==> config.mk <==
export PLATFORM = sky130hd
export DESIGN_NAME = mode_cfg_regs
export DESIGN_NICKNAME = d
export VERILOG_FILES = /design/src/rtl/mode_cfg_pkg.sv /design/src/rtl/word_formatter.sv /design/src/rtl/mode_cfg_regs.sv
export SDC_FILE = /design/constraint.sdc
export NUM_CORES = 1
export LEC_CHECK = 0
export ABC_AREA = 1
export BUFFER_PORTS_ARGS = -buffer_cell sky130_fd_sc_hd__buf_2
export CAP_MARGIN = 5
export CORE_AREA = 5 5 65 125
export CTS_BUF_LIST = sky130_fd_sc_hd__clkbuf_2 sky130_fd_sc_hd__clkbuf_4 sky130_fd_sc_hd__clkbuf_8
export CTS_CLUSTER_SIZE = 40
export DETAILED_ROUTE_END_ITERATION = 8
export DIE_AREA = 0 0 70 130
export PLACE_DENSITY = 0.89
export SETUP_SLACK_MARGIN = 0.02
export SLEW_MARGIN = 40
export SYNTH_ARGS = -nofsm -noshare
export SYNTH_HDL_FRONTEND = slang
export SYNTH_SLANG_ARGS = --single-unit
==> constraint.sdc <==
create_clock -name hclk -period 2.5 [get_ports hclk]
set_clock_uncertainty 0.15 [all_clocks]
set_input_delay 0.125 -clock hclk [delete_from_list [all_inputs] [get_ports hclk]]
set_output_delay 0.125 -clock hclk [all_outputs]
set_load 0.01 [all_outputs]
==> src/rtl/mode_cfg_pkg.sv <==
// How it works
// - Bits 15:14 always read back as zero, whatever was written.
// - Bit 13 enables register-map CRC checking; off after reset.
// - Bit 12 enables CRC checking of incoming command frames; off after reset.
// - Bit 11 picks CRC polynomial: 0 CCITT (reset), 1 ANSI.
// - Bit 10 reads one after reset; writing zero clears it and status copy.
// - Bits 9:8 word length: 00 16-bit, 01 24-bit (reset), 10 32 zero-pad.
// - Code 11 gives 32-bit words with sign extension into top byte.
// - Bit 4 enables interface timeout; enabled after reset.
// - Status bit 10 reads one after reset, flagging a reset occurred.
package mode_cfg_pkg;

    localparam logic [7:0] MODE_INDEX = 8'h02;
    localparam logic [7:0] STATUS_INDEX = 8'h01;
    localparam logic [7:0] IRQ_STATUS_INDEX = 8'h10;
    localparam logic [7:0] IRQ_MASK_INDEX = 8'h11;

    localparam logic [15:0] MODE_RESET = 16'h0510;
    localparam logic [15:0] MODE_WRITE_MASK = 16'h3F1F;

    localparam int REG_CRC_BIT = 13;
    localparam int RX_CRC_BIT = 12;
    localparam int CRC_TYPE_BIT = 11;
    localparam int RESET_FLAG_BIT = 10;
    localparam int WLEN_LO = 8;
    localparam int TIMEOUT_BIT = 4;

    localparam logic [1:0] WLEN_16 = 2'h0;
    localparam logic [1:0] WLEN_24 = 2'h1;
    localparam logic [1:0] WLEN_32_PAD = 2'h2;
    localparam logic [1:0] WLEN_32_SIGN = 2'h3;

    // Interrupt events: bit 0 mode register written, bit 1 reset flag cleared
    localparam int IRQ_BITS = 2;
    localparam int IRQ_MODE_WRITE = 0;
    localparam int IRQ_RESET_CLEAR = 1;

    typedef struct packed {
        logic reg_crc_enable;
        logic rx_crc_enable;
        logic crc_polynomial;
        logic [1:0] word_size_select;
        logic timeout_enable;
        logic [1:0] sample_ready_source_select;
        logic sample_ready_idle_state;
        logic sample_ready_pulse_format;
    } mode_fields_t;

endpackage

==> src/rtl/word_formatter.sv <==
`timescale 1ns/1ps
module word_formatter
    import mode_cfg_pkg::*;
(
    input wire logic [1:0] word_size_select,
    input wire logic [23:0] sample,
    output logic [31:0] word,
    output logic [5:0] word_bits
);
    // Result left-justified in 32 bits except code 11, which is sign-extended and right-justified; word_bits gives the valid length
    always_comb begin
        case (word_size_select)
            WLEN_16: begin
                word = {sample[23:8], 16'h0000};
                word_bits = 6'h10;
            end
            WLEN_24: begin
                word = {sample, 8'h00};
                word_bits = 6'h18;
            end
            WLEN_32_PAD: begin
                word = {sample, 8'h00};
                word_bits = 6'h20;
            end
            default: begin
                word = {{8{sample[23]}}, sample};
                word_bits = 6'h20;
            end
        endcase
    end
endmodule

==> src/rtl/mode_cfg_regs.sv <==
// The AHB-Lite interface to the registers is this design's own decision.
`timescale 1ns/1ps
module mode_cfg_regs
    import mode_cfg_pkg::*;
(
    input wire logic hclk,
    input wire logic hresetn,
    input wire logic hsel,
    input wire logic [31:0] haddr,
    input wire logic [1:0] htrans,
    input wire logic hwrite,
    input wire logic [2:0] hsize,
    input wire logic [31:0] hwdata,
    input wire logic hready,
    output logic [31:0] hrdata,
    output logic hreadyout,
    output logic hresp,
    input wire logic [23:0] sample,
    output mode_fields_t mode_fields,
    output logic reset_occurred,
    output logic [31:0] formatted_word,
    output logic [5:0] formatted_bits,
    output logic irq
);

    ////////////////////////////////////////////////////////////////////////
    logic [15:0] mode_reg;
    logic reset_flag;
    logic [IRQ_BITS-1:0] irq_status;
    logic [IRQ_BITS-1:0] irq_mask;
    logic wr_pending;
    logic [7:0] wr_index;
    logic [7:0] addr_index;
    logic take;
    logic wr_now;
    logic [15:0] mode_view;
    logic [15:0] status_view;
    logic [IRQ_BITS-1:0] events;
    logic [31:0] next_rdata;
    logic [31:0] word_c;
    logic [5:0] bits_c;
    logic mode_write;
    logic status_clear;
    logic [15:0] next_mode;
    logic next_flag;
    logic [IRQ_BITS-1:0] next_status;
    logic [IRQ_BITS-1:0] next_mask;

    assign addr_index = haddr[9:2];
    assign take = hsel && htrans[1] && hready;
    assign wr_now = wr_pending;
    assign hreadyout = 1'b1;
    assign hresp = 1'b0;
    assign mode_write = wr_now && wr_index == MODE_INDEX;
    assign status_clear = wr_now && wr_index == IRQ_STATUS_INDEX;

    ////////////////////////////////////////////////////////////////////////
    // Write address captured in address phase, data used in data phase
    always_ff @(posedge hclk or negedge hresetn) begin
        if (!hresetn) begin
            wr_pending <= 1'b0;
            wr_index <= 8'h00;
        end else begin
            wr_pending <= take && hwrite;
            wr_index <= addr_index;
        end
    end

    ////////////////////////////////////////////////////////////////////////
    // Mode register; bits 15:14 and 7:5 never stored so they read zero
    // reserved writes dropped
    assign next_mode = mode_write ? (hwdata[15:0] & MODE_WRITE_MASK) : mode_reg;

    always_ff @(posedge hclk or negedge hresetn) begin
        if (!hresetn) begin
            mode_reg <= MODE_RESET & MODE_WRITE_MASK;
        end else begin
            mode_reg <= next_mode;
        end
    end

    // Reset-occurred flag shared by mode bit 10 and status bit 10
    // cleared by writing zero
    assign next_flag = reset_flag && !(mode_write && !hwdata[RESET_FLAG_BIT]);

    always_ff @(posedge hclk or negedge hresetn) begin
        if (!hresetn) begin
            reset_flag <= 1'b1;
        end else begin
            reset_flag <= next_flag;
        end
    end

    ////////////////////////////////////////////////////////////////////////
    // Views use post-edge values so a read pipelined behind a write sees it
    // top bits read zero
    always_comb begin
        mode_view = next_mode & MODE_WRITE_MASK & ~(16'h0001 << RESET_FLAG_BIT);
        mode_view[RESET_FLAG_BIT] = next_flag;
    end

    // Status mirrors mode bits 11 and 9:8 plus the reset flag, other bits read zero
    always_comb begin
        status_view = 16'h0000;
        status_view[RX_CRC_BIT] = 1'b0;
        status_view[CRC_TYPE_BIT] = next_mode[CRC_TYPE_BIT];
        status_view[RESET_FLAG_BIT] = next_flag;
        status_view[WLEN_LO+1 -: 2] = next_mode[WLEN_LO+1 -: 2];
    end

    always_comb begin
        mode_fields.reg_crc_enable = mode_reg[REG_CRC_BIT];
        mode_fields.rx_crc_enable = mode_reg[RX_CRC_BIT];
        mode_fields.crc_polynomial = mode_reg[CRC_TYPE_BIT];
        mode_fields.word_size_select = mode_reg[WLEN_LO+1 -: 2];
        mode_fields.timeout_enable = mode_reg[TIMEOUT_BIT];
        mode_fields.sample_ready_source_select = mode_reg[3:2];
        mode_fields.sample_ready_idle_state = mode_reg[1];
        mode_fields.sample_ready_pulse_format = mode_reg[0];
    end

    assign reset_occurred = reset_flag;

    ////////////////////////////////////////////////////////////////////////
    // sample formatting
    word_formatter word_formatter_i (
        .word_size_select(mode_reg[WLEN_LO+1 -: 2]),
        .sample(sample),
        .word(word_c),
        .word_bits(bits_c)
    );

    always_ff @(posedge hclk or negedge hresetn) begin
        if (!hresetn) begin
            formatted_word <= 32'h00000000;
            formatted_bits <= 6'h00;
        end else begin
            formatted_word <= word_c;
            formatted_bits <= bits_c;
        end
    end

    ////////////////////////////////////////////////////////////////////////
    // Interrupt events; set wins over write-one-to-clear
    always_comb begin
        events = '0;
        events[IRQ_MODE_WRITE] = mode_write;
        events[IRQ_RESET_CLEAR] = mode_write && !hwdata[RESET_FLAG_BIT] && reset_flag;
    end

    generate
        for (genvar i = 0; i < IRQ_BITS; i++) begin : g_status
            assign next_status[i] = events[i]
                || (irq_status[i] && !(status_clear && hwdata[i]));
        end
    endgenerate

    assign next_mask = (wr_now && wr_index == IRQ_MASK_INDEX) ? hwdata[IRQ_BITS-1:0]
        : irq_mask;

    always_ff @(posedge hclk or negedge hresetn) begin
        if (!hresetn) begin
            irq_status <= '0;
        end else begin
            irq_status <= next_status;
        end
    end

    always_ff @(posedge hclk or negedge hresetn) begin
        if (!hresetn) begin
            irq_mask <= '0;
        end else begin
            irq_mask <= next_mask;
        end
    end

    // From next values so a clear or unmask shows with no extra cycle of lag
    always_ff @(posedge hclk or negedge hresetn) begin
        if (!hresetn) begin
            irq <= 1'b0;
        end else begin
            irq <= |(next_status & next_mask);
        end
    end

    ////////////////////////////////////////////////////////////////////////
    // Read data registered at the address phase; unmapped reads zero
    always_comb begin
        next_rdata = 32'h00000000;
        case (addr_index)
            MODE_INDEX: next_rdata = {16'h0000, mode_view};
            STATUS_INDEX: next_rdata = {16'h0000, status_view};
            IRQ_STATUS_INDEX: next_rdata = {{(32-IRQ_BITS){1'b0}}, next_status};
            IRQ_MASK_INDEX: next_rdata = {{(32-IRQ_BITS){1'b0}}, next_mask};
            default: next_rdata = 32'h00000000;
        endcase
    end

    always_ff @(posedge hclk or negedge hresetn) begin
        if (!hresetn) begin
            hrdata <= 32'h00000000;
        end else if (take && !hwrite) begin
            hrdata <= next_rdata;
        end
    end

endmodule

==> metrics, run 1 <==
result of the run completed; highest-delay cell along the critical path sky130_fd_sc_hd__dfstp_2; peak supply drop 0.4258 mV; synthesized-area fraction occupied by adder cells 0.01223; antenna viol nets, final 0; number of clock sinks 71; number of levels in the clock H-tree 3; die area 0.009100 mm^2; Sequential cell area 0.001780 mm^2; share of the core filled with cells in the final layout 0.6131; largest stage delay on the critical path 0.56 ns; Leak 2.444 nW; area used by multi-input combinational logic 932.1 um^2; fill cell instance count of the final layout 523; via/cell ratio 4.834; number of buffers inserted during clock tree synthesis 9; routability cong. 0.8904; clock tree root driver cell sky130_fd_sc_hd__clkbuf_8; share of the synthesized area in the top cell type 0.5546; area post-placement 0.003590 mm^2; area share of and/or/nand/nor cells after synthesis 0.1884; max FFs per register 32; Yosys warning count 0; CP Cell Sequence inv_1 > ha_1 > nor2_2 > inv_1 > nand3_1 > o21ai_0; CTS clock-pin slew for the worst setup and hold paths 0.08 ns; dominant combinational cell family by area after synthesis simple AND/OR/NAND/NOR gates; most numerous cell on the critical path sky130_fd_sc_hd__inv_1; startpoint of the worst register-to-register path mode_reg[8]; register bit total from synthesis 71; core area 0.006994 mm^2; global-route wire length before repair 14.07 mm; grt total ovfl 0; Resize count post-CTS 0; placed wire-length estimate after detailed placement 6.139 mm; Worst-Margin Slew 0.5860 ns; fraction of layout instances using a drive strength above 1 0.2951; drt first pass iters 4; power density of the placed cells 577.4 mW/mm^2; type of the worst min-delay path in2async; R2R setup slack 0.31 ns; endpoint arrival time on the critical path 2.22 ns; worst max-slew margin expressed relative to the limit 0.6089; input/output buffers 106; Fin Setup TNS 0 ns; compound-cell area share of the yosys netlist 0.07137; Tot GR Track Use 0.2017; Synth-to-Final Area Change 39.76%; Mean Syn Cell Area 9.411 um^2; wire length after detailed routing 8.869 mm; PnR Total Power 2.476 mW; area of all placed cells without fillers 0.004288 mm^2; number of violations of the max-capacitance limit 0; final-report hold violation count 0; worst reg2reg path depth 6; number of nets at the end of the flow 584; ys async rst share 1.000; number of global-route vias before repair 3034; number of enable-type register cells in the synthesized netlist 0; biggest area consumer among synthesized cells sky130_fd_sc_hd__dfrtp_1; maximum frequency from static timing analysis 457.3 MHz; Clock Path Buffers 2; time the worst path needs with I/O delays and setup 2.187 ns; mux contribution to synthesized area 0; worst hold slack 0.1235 ns; vias 2794; starting DRC count in detailed routing 170; FP Rows 43; kind of end point of the critical path register; Primary FF master, synth sky130_fd_sc_hd__dfrtp_1; largest net degree at the start of global routing 27; post-synthesis share of cell area spent on xor and xnor gates 0; number of library cell types mapped by synthesis 28; final clock period utilization by the worst path 0.8746; number of antenna violations at the first check in global routing 0; cells taking the most area after synthesis sky130_fd_sc_hd__dfrtp_1 (55%), sky130_fd_sc_hd__nand2_1 (8.0%), sky130_fd_sc_hd__buf_4 (6.4%); starting density of the core 0.4386; type of the worst setup path reg2reg; Cells after Synth 326; area of the mapped netlist 0.003068 mm^2; DRC violations left 0; average wire length per cell after detail routing 15.34 um; endpoint of the worst-slack reg-to-reg timing path formatted_word[21]; vertical extent of the die 130 um; Setup crit start kind register; required time of the critical path 2.54 ns; critical path peak fanout 9; number of top-level pins 182; Chip Width 70 um; setup repair after global routing missed its margin false; Final setup viols 0; antenna cells 0; clock tree from TritonCTS done; Slew Viols, Final 0; clock insertion delay at the later pin of the skew report 0.34 ns; share of the yosys chip area belonging to registers 0.5803
## critical path, delay by kind of cell (launching register included)
family,cells,cell delay [ns]
DFF,1,0.56
AOI/OAI and AO/OA,1,0.13
buffers and inverters,2,0.28
adders and majority gates,1,0.44
and+or+nand+nor,2,0.46
## cell usage in the layout (no fill, tap or decap)
cell	Yosys	final
sky130_fd_sc_hd__o21a_2	4	4
sky130_fd_sc_hd__bufinv_16	0	2
sky130_fd_sc_hd__nand3_2	1	1
sky130_fd_sc_hd__clkinv_4	1	1
sky130_fd_sc_hd__dfstp_2	3	3
sky130_fd_sc_hd__nor2_2	4	4
sky130_fd_sc_hd__conb_1	2	26
sky130_fd_sc_hd__nand3_1	35	35
sky130_fd_sc_hd__or2_2	1	1
sky130_fd_sc_hd__nand2_1	65	65
sky130_fd_sc_hd__clkbuf_8	0	12
sky130_fd_sc_hd__o21ai_1	4	4
sky130_fd_sc_hd__buf_2	0	106
sky130_fd_sc_hd__inv_1	52	52
sky130_fd_sc_hd__nand3b_1	1	1
sky130_fd_sc_hd__and2_1	4	4
sky130_fd_sc_hd__clkinv_2	0	1
sky130_fd_sc_hd__dfrtp_1	68	68
sky130_fd_sc_hd__o21ai_2	1	1
sky130_fd_sc_hd__o31ai_1	9	9
sky130_fd_sc_hd__dlygate4sd3_1	0	46
sky130_fd_sc_hd__nor2_4	1	1
sky130_fd_sc_hd__nor2_1	12	12
sky130_fd_sc_hd__nor3_1	1	1
sky130_fd_sc_hd__clkbuf_4	0	1
sky130_fd_sc_hd__nand2_2	1	1
sky130_fd_sc_hd__ha_1	3	3
sky130_fd_sc_hd__o21a_1	1	1
sky130_fd_sc_hd__o21ai_0	16	16
sky130_fd_sc_hd__nand4_1	1	1
sky130_fd_sc_hd__buf_4	26	4
sky130_fd_sc_hd__nand2_4	1	1
## area by class of cell
cell class                      count  area share
Clock inverter                      3     0.01517
Timing Repair Buffer              156      0.2381
Multi-Input combinational cell    192      0.2174
Inverter                           53     0.04756
Sequential cell                    71      0.4152
Tap cell                           90     0.02626
Clock buffer                       13     0.04027
## cells by family after synthesis
kind of cell / Yosys count
AO/OA/AOI/OAI: 35
adder cells (fa/ha/maj): 3
buffers and inverters: 87
flip-flops: 71
other: 2
AND/OR/NAND/NOR: 128
## power breakdown
part	switching, mW	internal, mW
Sequential	0.0107	1.18
Clock	0.401	0.654
Combinational	0.128	0.107
## worst max-delay path by stage
stage                      from                 end  cells after the start
finish              mode_reg[8]  formatted_word[21]                      6
global route        mode_reg[8]  formatted_word[21]                      6
CTS                 mode_reg[8]  formatted_word[21]                      6
detailed placement  mode_reg[8]  formatted_word[21]                      6
global placement    mode_reg[8]  formatted_word[16]                      6
floorplan           mode_reg[8]  formatted_word[16]                      7
## Yosys cell counts (2+ instances only)
cell,n
sky130_fd_sc_hd__dfrtp_1,68
sky130_fd_sc_hd__nand2_1,65
sky130_fd_sc_hd__inv_1,52
sky130_fd_sc_hd__nand3_1,35
sky130_fd_sc_hd__buf_4,26
sky130_fd_sc_hd__o21ai_0,16
sky130_fd_sc_hd__nor2_1,12
sky130_fd_sc_hd__o31ai_1,9
sky130_fd_sc_hd__clkbuf_1,7
sky130_fd_sc_hd__and2_1,4
sky130_fd_sc_hd__nor2_2,4
sky130_fd_sc_hd__o21a_2,4
sky130_fd_sc_hd__o21ai_1,4
sky130_fd_sc_hd__dfstp_2,3
sky130_fd_sc_hd__ha_1,3
sky130_fd_sc_hd__conb_1,2
## metal layers
metal  wire [um]  GRT usage  part of all wire  vias up
li1            -          -                 -     1281
met1        2805     0.1780              0.32     1326
met2        4903     0.3820              0.55      158
met3         732    0.05783             0.083       29
met4         428     0.1422             0.048        0
met5           0          0                 0        -
## through the flow
stage,std cells,worst slack (ns)
floorplan,350,0.5907
CTS,578,0.3686
global route,578,0.2158
global placement,516,0.4514
finish,578,0.3135
detailed placement,516,0.3819
## what timing repair did
action	in CTS	in global routing
hold buffers	46	0
setup buffers	0	0
endpoints found under the hold margin	79	0
(Power assumes the default switching activity.)
==> run 2: changes to the inputs <==
CORE_AREA = 5 5 78 152   (was 5 5 65 125)
DIE_AREA = 0 0 83 157   (was 0 0 70 130)
PLACE_DENSITY = 0.67   (was 0.89)
==> metrics, run 2 (synthesis results as in run 1) <==
maximum frequency from static timing analysis 443.8 MHz; grt total ovfl 0; part of the power in combinational logic 0.096; die area 0.01303 mm^2; top library cells by usage in the layout, fill and taps aside sky130_fd_sc_hd__buf_2 (106), sky130_fd_sc_hd__dfrtp_1 (68), sky130_fd_sc_hd__nand2_1 (65); internal portion of total power 1.858 mW; starting density of the core 0.2928; number of violations of the max-capacitance limit 0; Tot GR Track Use 0.1361; average wire length per cell after detail routing 13.83 um; Synth-to-Final Area Change 43.19%; time the worst path needs with I/O delays and setup 2.254 ns; clock insertion delay at the later pin of the skew report 0.34 ns; area post-placement 0.003654 mm^2; area of all placed cells without fillers 0.004393 mm^2; antenna viol nets, final 0; final clock period utilization by the worst path 0.9014; clock network fraction of total power 0.420; startpoint of the worst register-to-register path mode_reg[8]; vertical extent of the die 157 um; Chip Width 83 um; number of buffers inserted during clock tree synthesis 9; worst reg2reg path depth 5; starting DRC count in detailed routing 62; Setup crit start kind register; vias 2698; fraction of layout instances using a drive strength above 1 0.2967; number of levels in the clock H-tree 3; number of top-level pins 182; R2R setup slack 0.25 ns; routability cong. 0.8161; DRC violations left 0; number of placed instances with taps included 562; global-route wire length before repair 13.94 mm; power density of the placed cells 557.1 mW/mm^2; CTS clock-pin slew for the worst setup and hold paths 0.09 ns; kind of end point of the critical path register; register share of total power 0.484; hold path endpoint hrdata[1]; Switch Pwr 589.4 uW; wire length the detailed router placed on met1 2.841 mm; wire length after detailed routing 8.696 mm; Fin Setup TNS 0 ns; clock tree from TritonCTS done; number of nets at the end of the flow 588; non-filler cells in the finished layout 629; type of the worst setup path reg2reg; Hold Path Depth 5; number of antenna violations at the first check in global routing 0; worst max-slew margin expressed relative to the limit 0.5417; setup repair after global routing missed its margin false; Final setup viols 0; result of the run completed; type of the worst min-delay path in2reg; input/output buffers 106; drt first pass iters 4; endpoint arrival time on the critical path 2.33 ns; Clock Path Buffers 2; largest net degree at the start of global routing 44; endpoint of the worst-slack reg-to-reg timing path formatted_word[8]; peak supply drop 0.2963 mV; startpoint of the most critical hold path htrans[1]; Slew Viols, Final 0; antenna cells 0; Sw Ratio 0.2408; clock tree root driver cell sky130_fd_sc_hd__clkbuf_8; Worst-Margin Slew 0.6875 ns; final-report hold violation count 0; FP Rows 53; PnR Total Power 2.447 mW; leading cell type in the layout, fill and taps excluded sky130_fd_sc_hd__buf_2; critical path peak fanout 12; Leak 2.459 nW; share of the core filled with cells in the final layout 0.4193; required time of the critical path 2.57 ns; number of global-route vias before repair 2929; highest routed layer met4; metal2 WL 4.921 mm; core area 0.01048 mm^2; metal3 WL 739 um; placed wire-length estimate after detailed placement 6.470 mm; via/cell ratio 4.289; max FFs per register 32; number of clock sinks 71
-- run 2: cell types whose count changed in the layout (fill, tap and decap cells not counted), sizes merged --
cell and change:
buf -1, inv +1, clkinv +2, clkinvlp +2
clkbuf -4, dlygate4sd3 +4
-- run 2: cell type report --
class                      count  area [um^2]
clock buffer                   9        123.9
clock inverter                 7        103.9
fill                        1061         6085
inverter                      53        207.7
multi-input combinational    192        934.6
sequential                    71         1780
tap                          137        171.4
timing repair buffer         159         1066
timing repair inverter         1        5.005
-- run 2: worst max path at each step --
stage | from | end | slack, ns
after CTS | mode_reg[8] | formatted_word[11] | 0.12
after global routing | mode_reg[8] | formatted_word[8] | 0.15
after floorplan | mode_reg[8] | formatted_word[16] | 0.59
after global placement | mode_reg[8] | formatted_word[22] | 0.44
after detailed placement | mode_reg[8] | formatted_word[18] | 0.38
final | mode_reg[8] | formatted_word[8] | 0.25
-- run 2: per-stage QoR --
stage	setup slack (ns)	hold WS (ns)
floorplan	0.5907	-0.3206
global placement	0.4421	0.03835
detailed placement	0.3845	0.04857
CTS	0.1153	0.1160
global route	0.1491	0.1571
finish	0.2465	0.1453
-- run 2: metal layers --
metal	up-vias	GRT usage
li1	1283	-
met1	1266	0.1229
met2	131	0.2623
met3	18	0.04872
met4	0	0.06859
met5	-	0
-- run 2: worst max-delay path, stage by stage (launching register included) --
cell                            delay, ns
sky130_fd_sc_hd__dfstp_2             0.57
sky130_fd_sc_hd__ha_2                0.35
sky130_fd_sc_hd__clkinvlp_4          0.29
sky130_fd_sc_hd__nand3_1             0.13
sky130_fd_sc_hd__nand2_1             0.06
sky130_fd_sc_hd__dlygate4sd3_1       0.57
-- run 2: timing repair --
action                                 4_1_cts  5_1_grt
hold buffers                                50        0
setup buffers                                0        0
resized for setup                            0        2
endpoints found under the hold margin       86        0
setup endpoints to repair                    0        4
-- run 2: power groups by stage --
stage / Sequential (mW) / Combinational, mW / Clock (mW)
final: 1.18 / 0.235 / 1.03
after detailed placement: 1.21 / 0.178 / 0
after CTS: 1.18 / 0.234 / 1.07
after global routing: 1.19 / 0.261 / 1.11
after global placement: 1.21 / 0.174 / 0
after floorplan: 1.22 / 0.0893 / 0
==> run 3: changes to the inputs <==
==> constraint.sdc (replaced) <==
create_clock -name hclk -period 2.5 [get_ports hclk]
set_clock_uncertainty 0.15 [all_clocks]
set_input_delay 0.25 -clock hclk [delete_from_list [all_inputs] [get_ports hclk]]
set_output_delay 0.25 -clock hclk [all_outputs]
set_load 0.01 [all_outputs]
==> metrics, run 3 (synthesis results as in run 1) <==
starting DRC count in detailed routing 63; number of violations of the max-capacitance limit 0; DRC violations left 0; endpoint arrival time on the critical path 2.25 ns; leading cell type in the layout, fill and taps excluded sky130_fd_sc_hd__buf_2; antenna cells 0; antenna viol nets, final 0; maximum frequency from static timing analysis 460.9 MHz; clock insertion delay at the later pin of the skew report 0.34 ns; largest net degree at the start of global routing 41; fill cell instance count of the final layout 1084; number of antenna violations at the first check in global routing 0; Synth-to-Final Area Change 36.34%; number of nets at the end of the flow 565; Leak 2.353 nW; time the worst path needs with I/O delays and setup 2.170 ns; setup repair after global routing missed its margin false; fraction of layout instances using a drive strength above 1 0.3113; starting density of the core 0.2928; max FFs per register 32; Final setup viols 0; top library cells by usage in the layout, fill and taps aside sky130_fd_sc_hd__buf_2 (105), sky130_fd_sc_hd__dfrtp_1 (68), sky130_fd_sc_hd__nand2_1 (65); vertical extent of the die 157 um; global-route wire length before repair 13.47 mm; placed wire-length estimate after detailed placement 6.600 mm; number of buffers inserted during clock tree synthesis 9; Clock Path Buffers 2; Slew Viols, Final 0; Tot GR Track Use 0.1332; final-report hold violation count 0; highest-delay cell along the critical path sky130_fd_sc_hd__dfstp_2; core area 0.01048 mm^2; number of levels in the clock H-tree 3; Chip Width 83 um; final clock period utilization by the worst path 0.8679; routability cong. 0.8129; type of the worst min-delay path in2reg; result of the run completed; via/cell ratio 4.328; Fin Setup TNS 0 ns; CP Cell Sequence ha_2 > clkinvlp_4 > nand3_1 > nand2_1 > dlygate4sd3_1; drt first pass iters 4; required time of the critical path 2.58 ns; share of the core filled with cells in the final layout 0.3992; PnR Total Power 2.497 mW; largest stage delay on the critical path 0.57 ns; grt total ovfl 0; number of top-level pins 182; die area 0.01303 mm^2; clock tree from TritonCTS done; critical path peak fanout 12; wire length after detailed routing 8.555 mm; number of global-route vias before repair 2813; clock tree root driver cell sky130_fd_sc_hd__clkbuf_8; power density of the placed cells 596.9 mW/mm^2; FP Rows 53; Setup crit start kind register; worst hold slack 0.03054 ns; type of the worst setup path reg2reg; Crit path max-delay family buffers and inverters; kind of end point of the critical path register; Critical path buffers and inverters 2; average wire length per cell after detail routing 14.12 um; number of clock sinks 71; vias 2623; CTS clock-pin slew for the worst setup and hold paths 0.08 ns; peak supply drop 0.3547 mV; input/output buffers 106
-- run 3: through the flow --
stage               area, um^2  std cells  worst slack, ns
floorplan                 3158        350           0.5907
global placement          3654        562           0.4453
detailed placement        3654        562           0.3929
CTS                       4169        605           0.1582
global route              4183        606           0.1854
finish                    4183        606           0.3302
-- run 3: final cells by class --
type / instances / area (um^2) / share of cell area
Clock buffer: 9 / 123.9 / 0.02961
Clock inverter: 7 / 121.4 / 0.02902
Inverter: 53 / 207.7 / 0.04966
Multi-Input combinational cell: 192 / 934.6 / 0.2235
Sequential cell: 71 / 1780 / 0.4257
Tap cell: 137 / 171.4 / 0.04098
Timing Repair Buffer: 136 / 838.3 / 0.2004
Timing Repair inverter: 1 / 5.005 / 0.001197
-- run 3: per-layer routing --
| metal | up-vias | global-route usage | share of wire | routed length (um) |
|---|---|---|---|---|
| met2 | 125 | 0.2519 | 0.55 | 4724 |
| met4 | 0 | 0.08340 | 0.045 | 381 |
| met3 | 24 | 0.04767 | 0.083 | 711 |
| met5 | - | 0 | 0 | 0 |
| li1 | 1239 | - | - | - |
| met1 | 1235 | 0.1173 | 0.32 | 2737 |
-- run 3: what timing repair did --
action / CTS / global route
endpoints found under the hold margin: 57 / 0
hold buffers: 27 / 0
gates resized for setup: 0 / 2
setup buffers: 0 / 0
endpoints found under the setup margin: 0 / 1
-- run 3: final timing paths --
kind                        startpoint            endpoint  slack, ns  cells after the start
min in group asynchronous      hresetn          hrdata[10]       0.24                      2
max                        mode_reg[8]  formatted_word[12]       0.33                      5
min                         hwdata[11]        mode_reg[11]       0.03                      3
min reg2reg                 hrdata[12]          hrdata[12]       0.34                      2
max in group asynchronous      hresetn         mode_reg[8]       1.33                      3
max reg2reg                mode_reg[8]  formatted_word[12]       0.33                      5
-- run 3: worst register-to-register path, delay by kind of cell, from the launching register on --
family / cells / cell delay [ns]
buffers and inverters: 2 / 0.82
flip-flops: 1 / 0.57
adder cells (fa/ha/maj): 1 / 0.36
AND/OR/NAND/NOR: 2 / 0.17
-- run 3: where the power goes --
| group | total, mW | switching [mW] | internal [mW] | leakage, nW |
|---|---|---|---|---|
| combinational | 0.208 | 0.120 | 0.0888 | 1.35 |
| sequential | 1.18 | 0.00968 | 1.17 | 0.894 |
| clock | 1.10 | 0.440 | 0.664 | 0.112 |
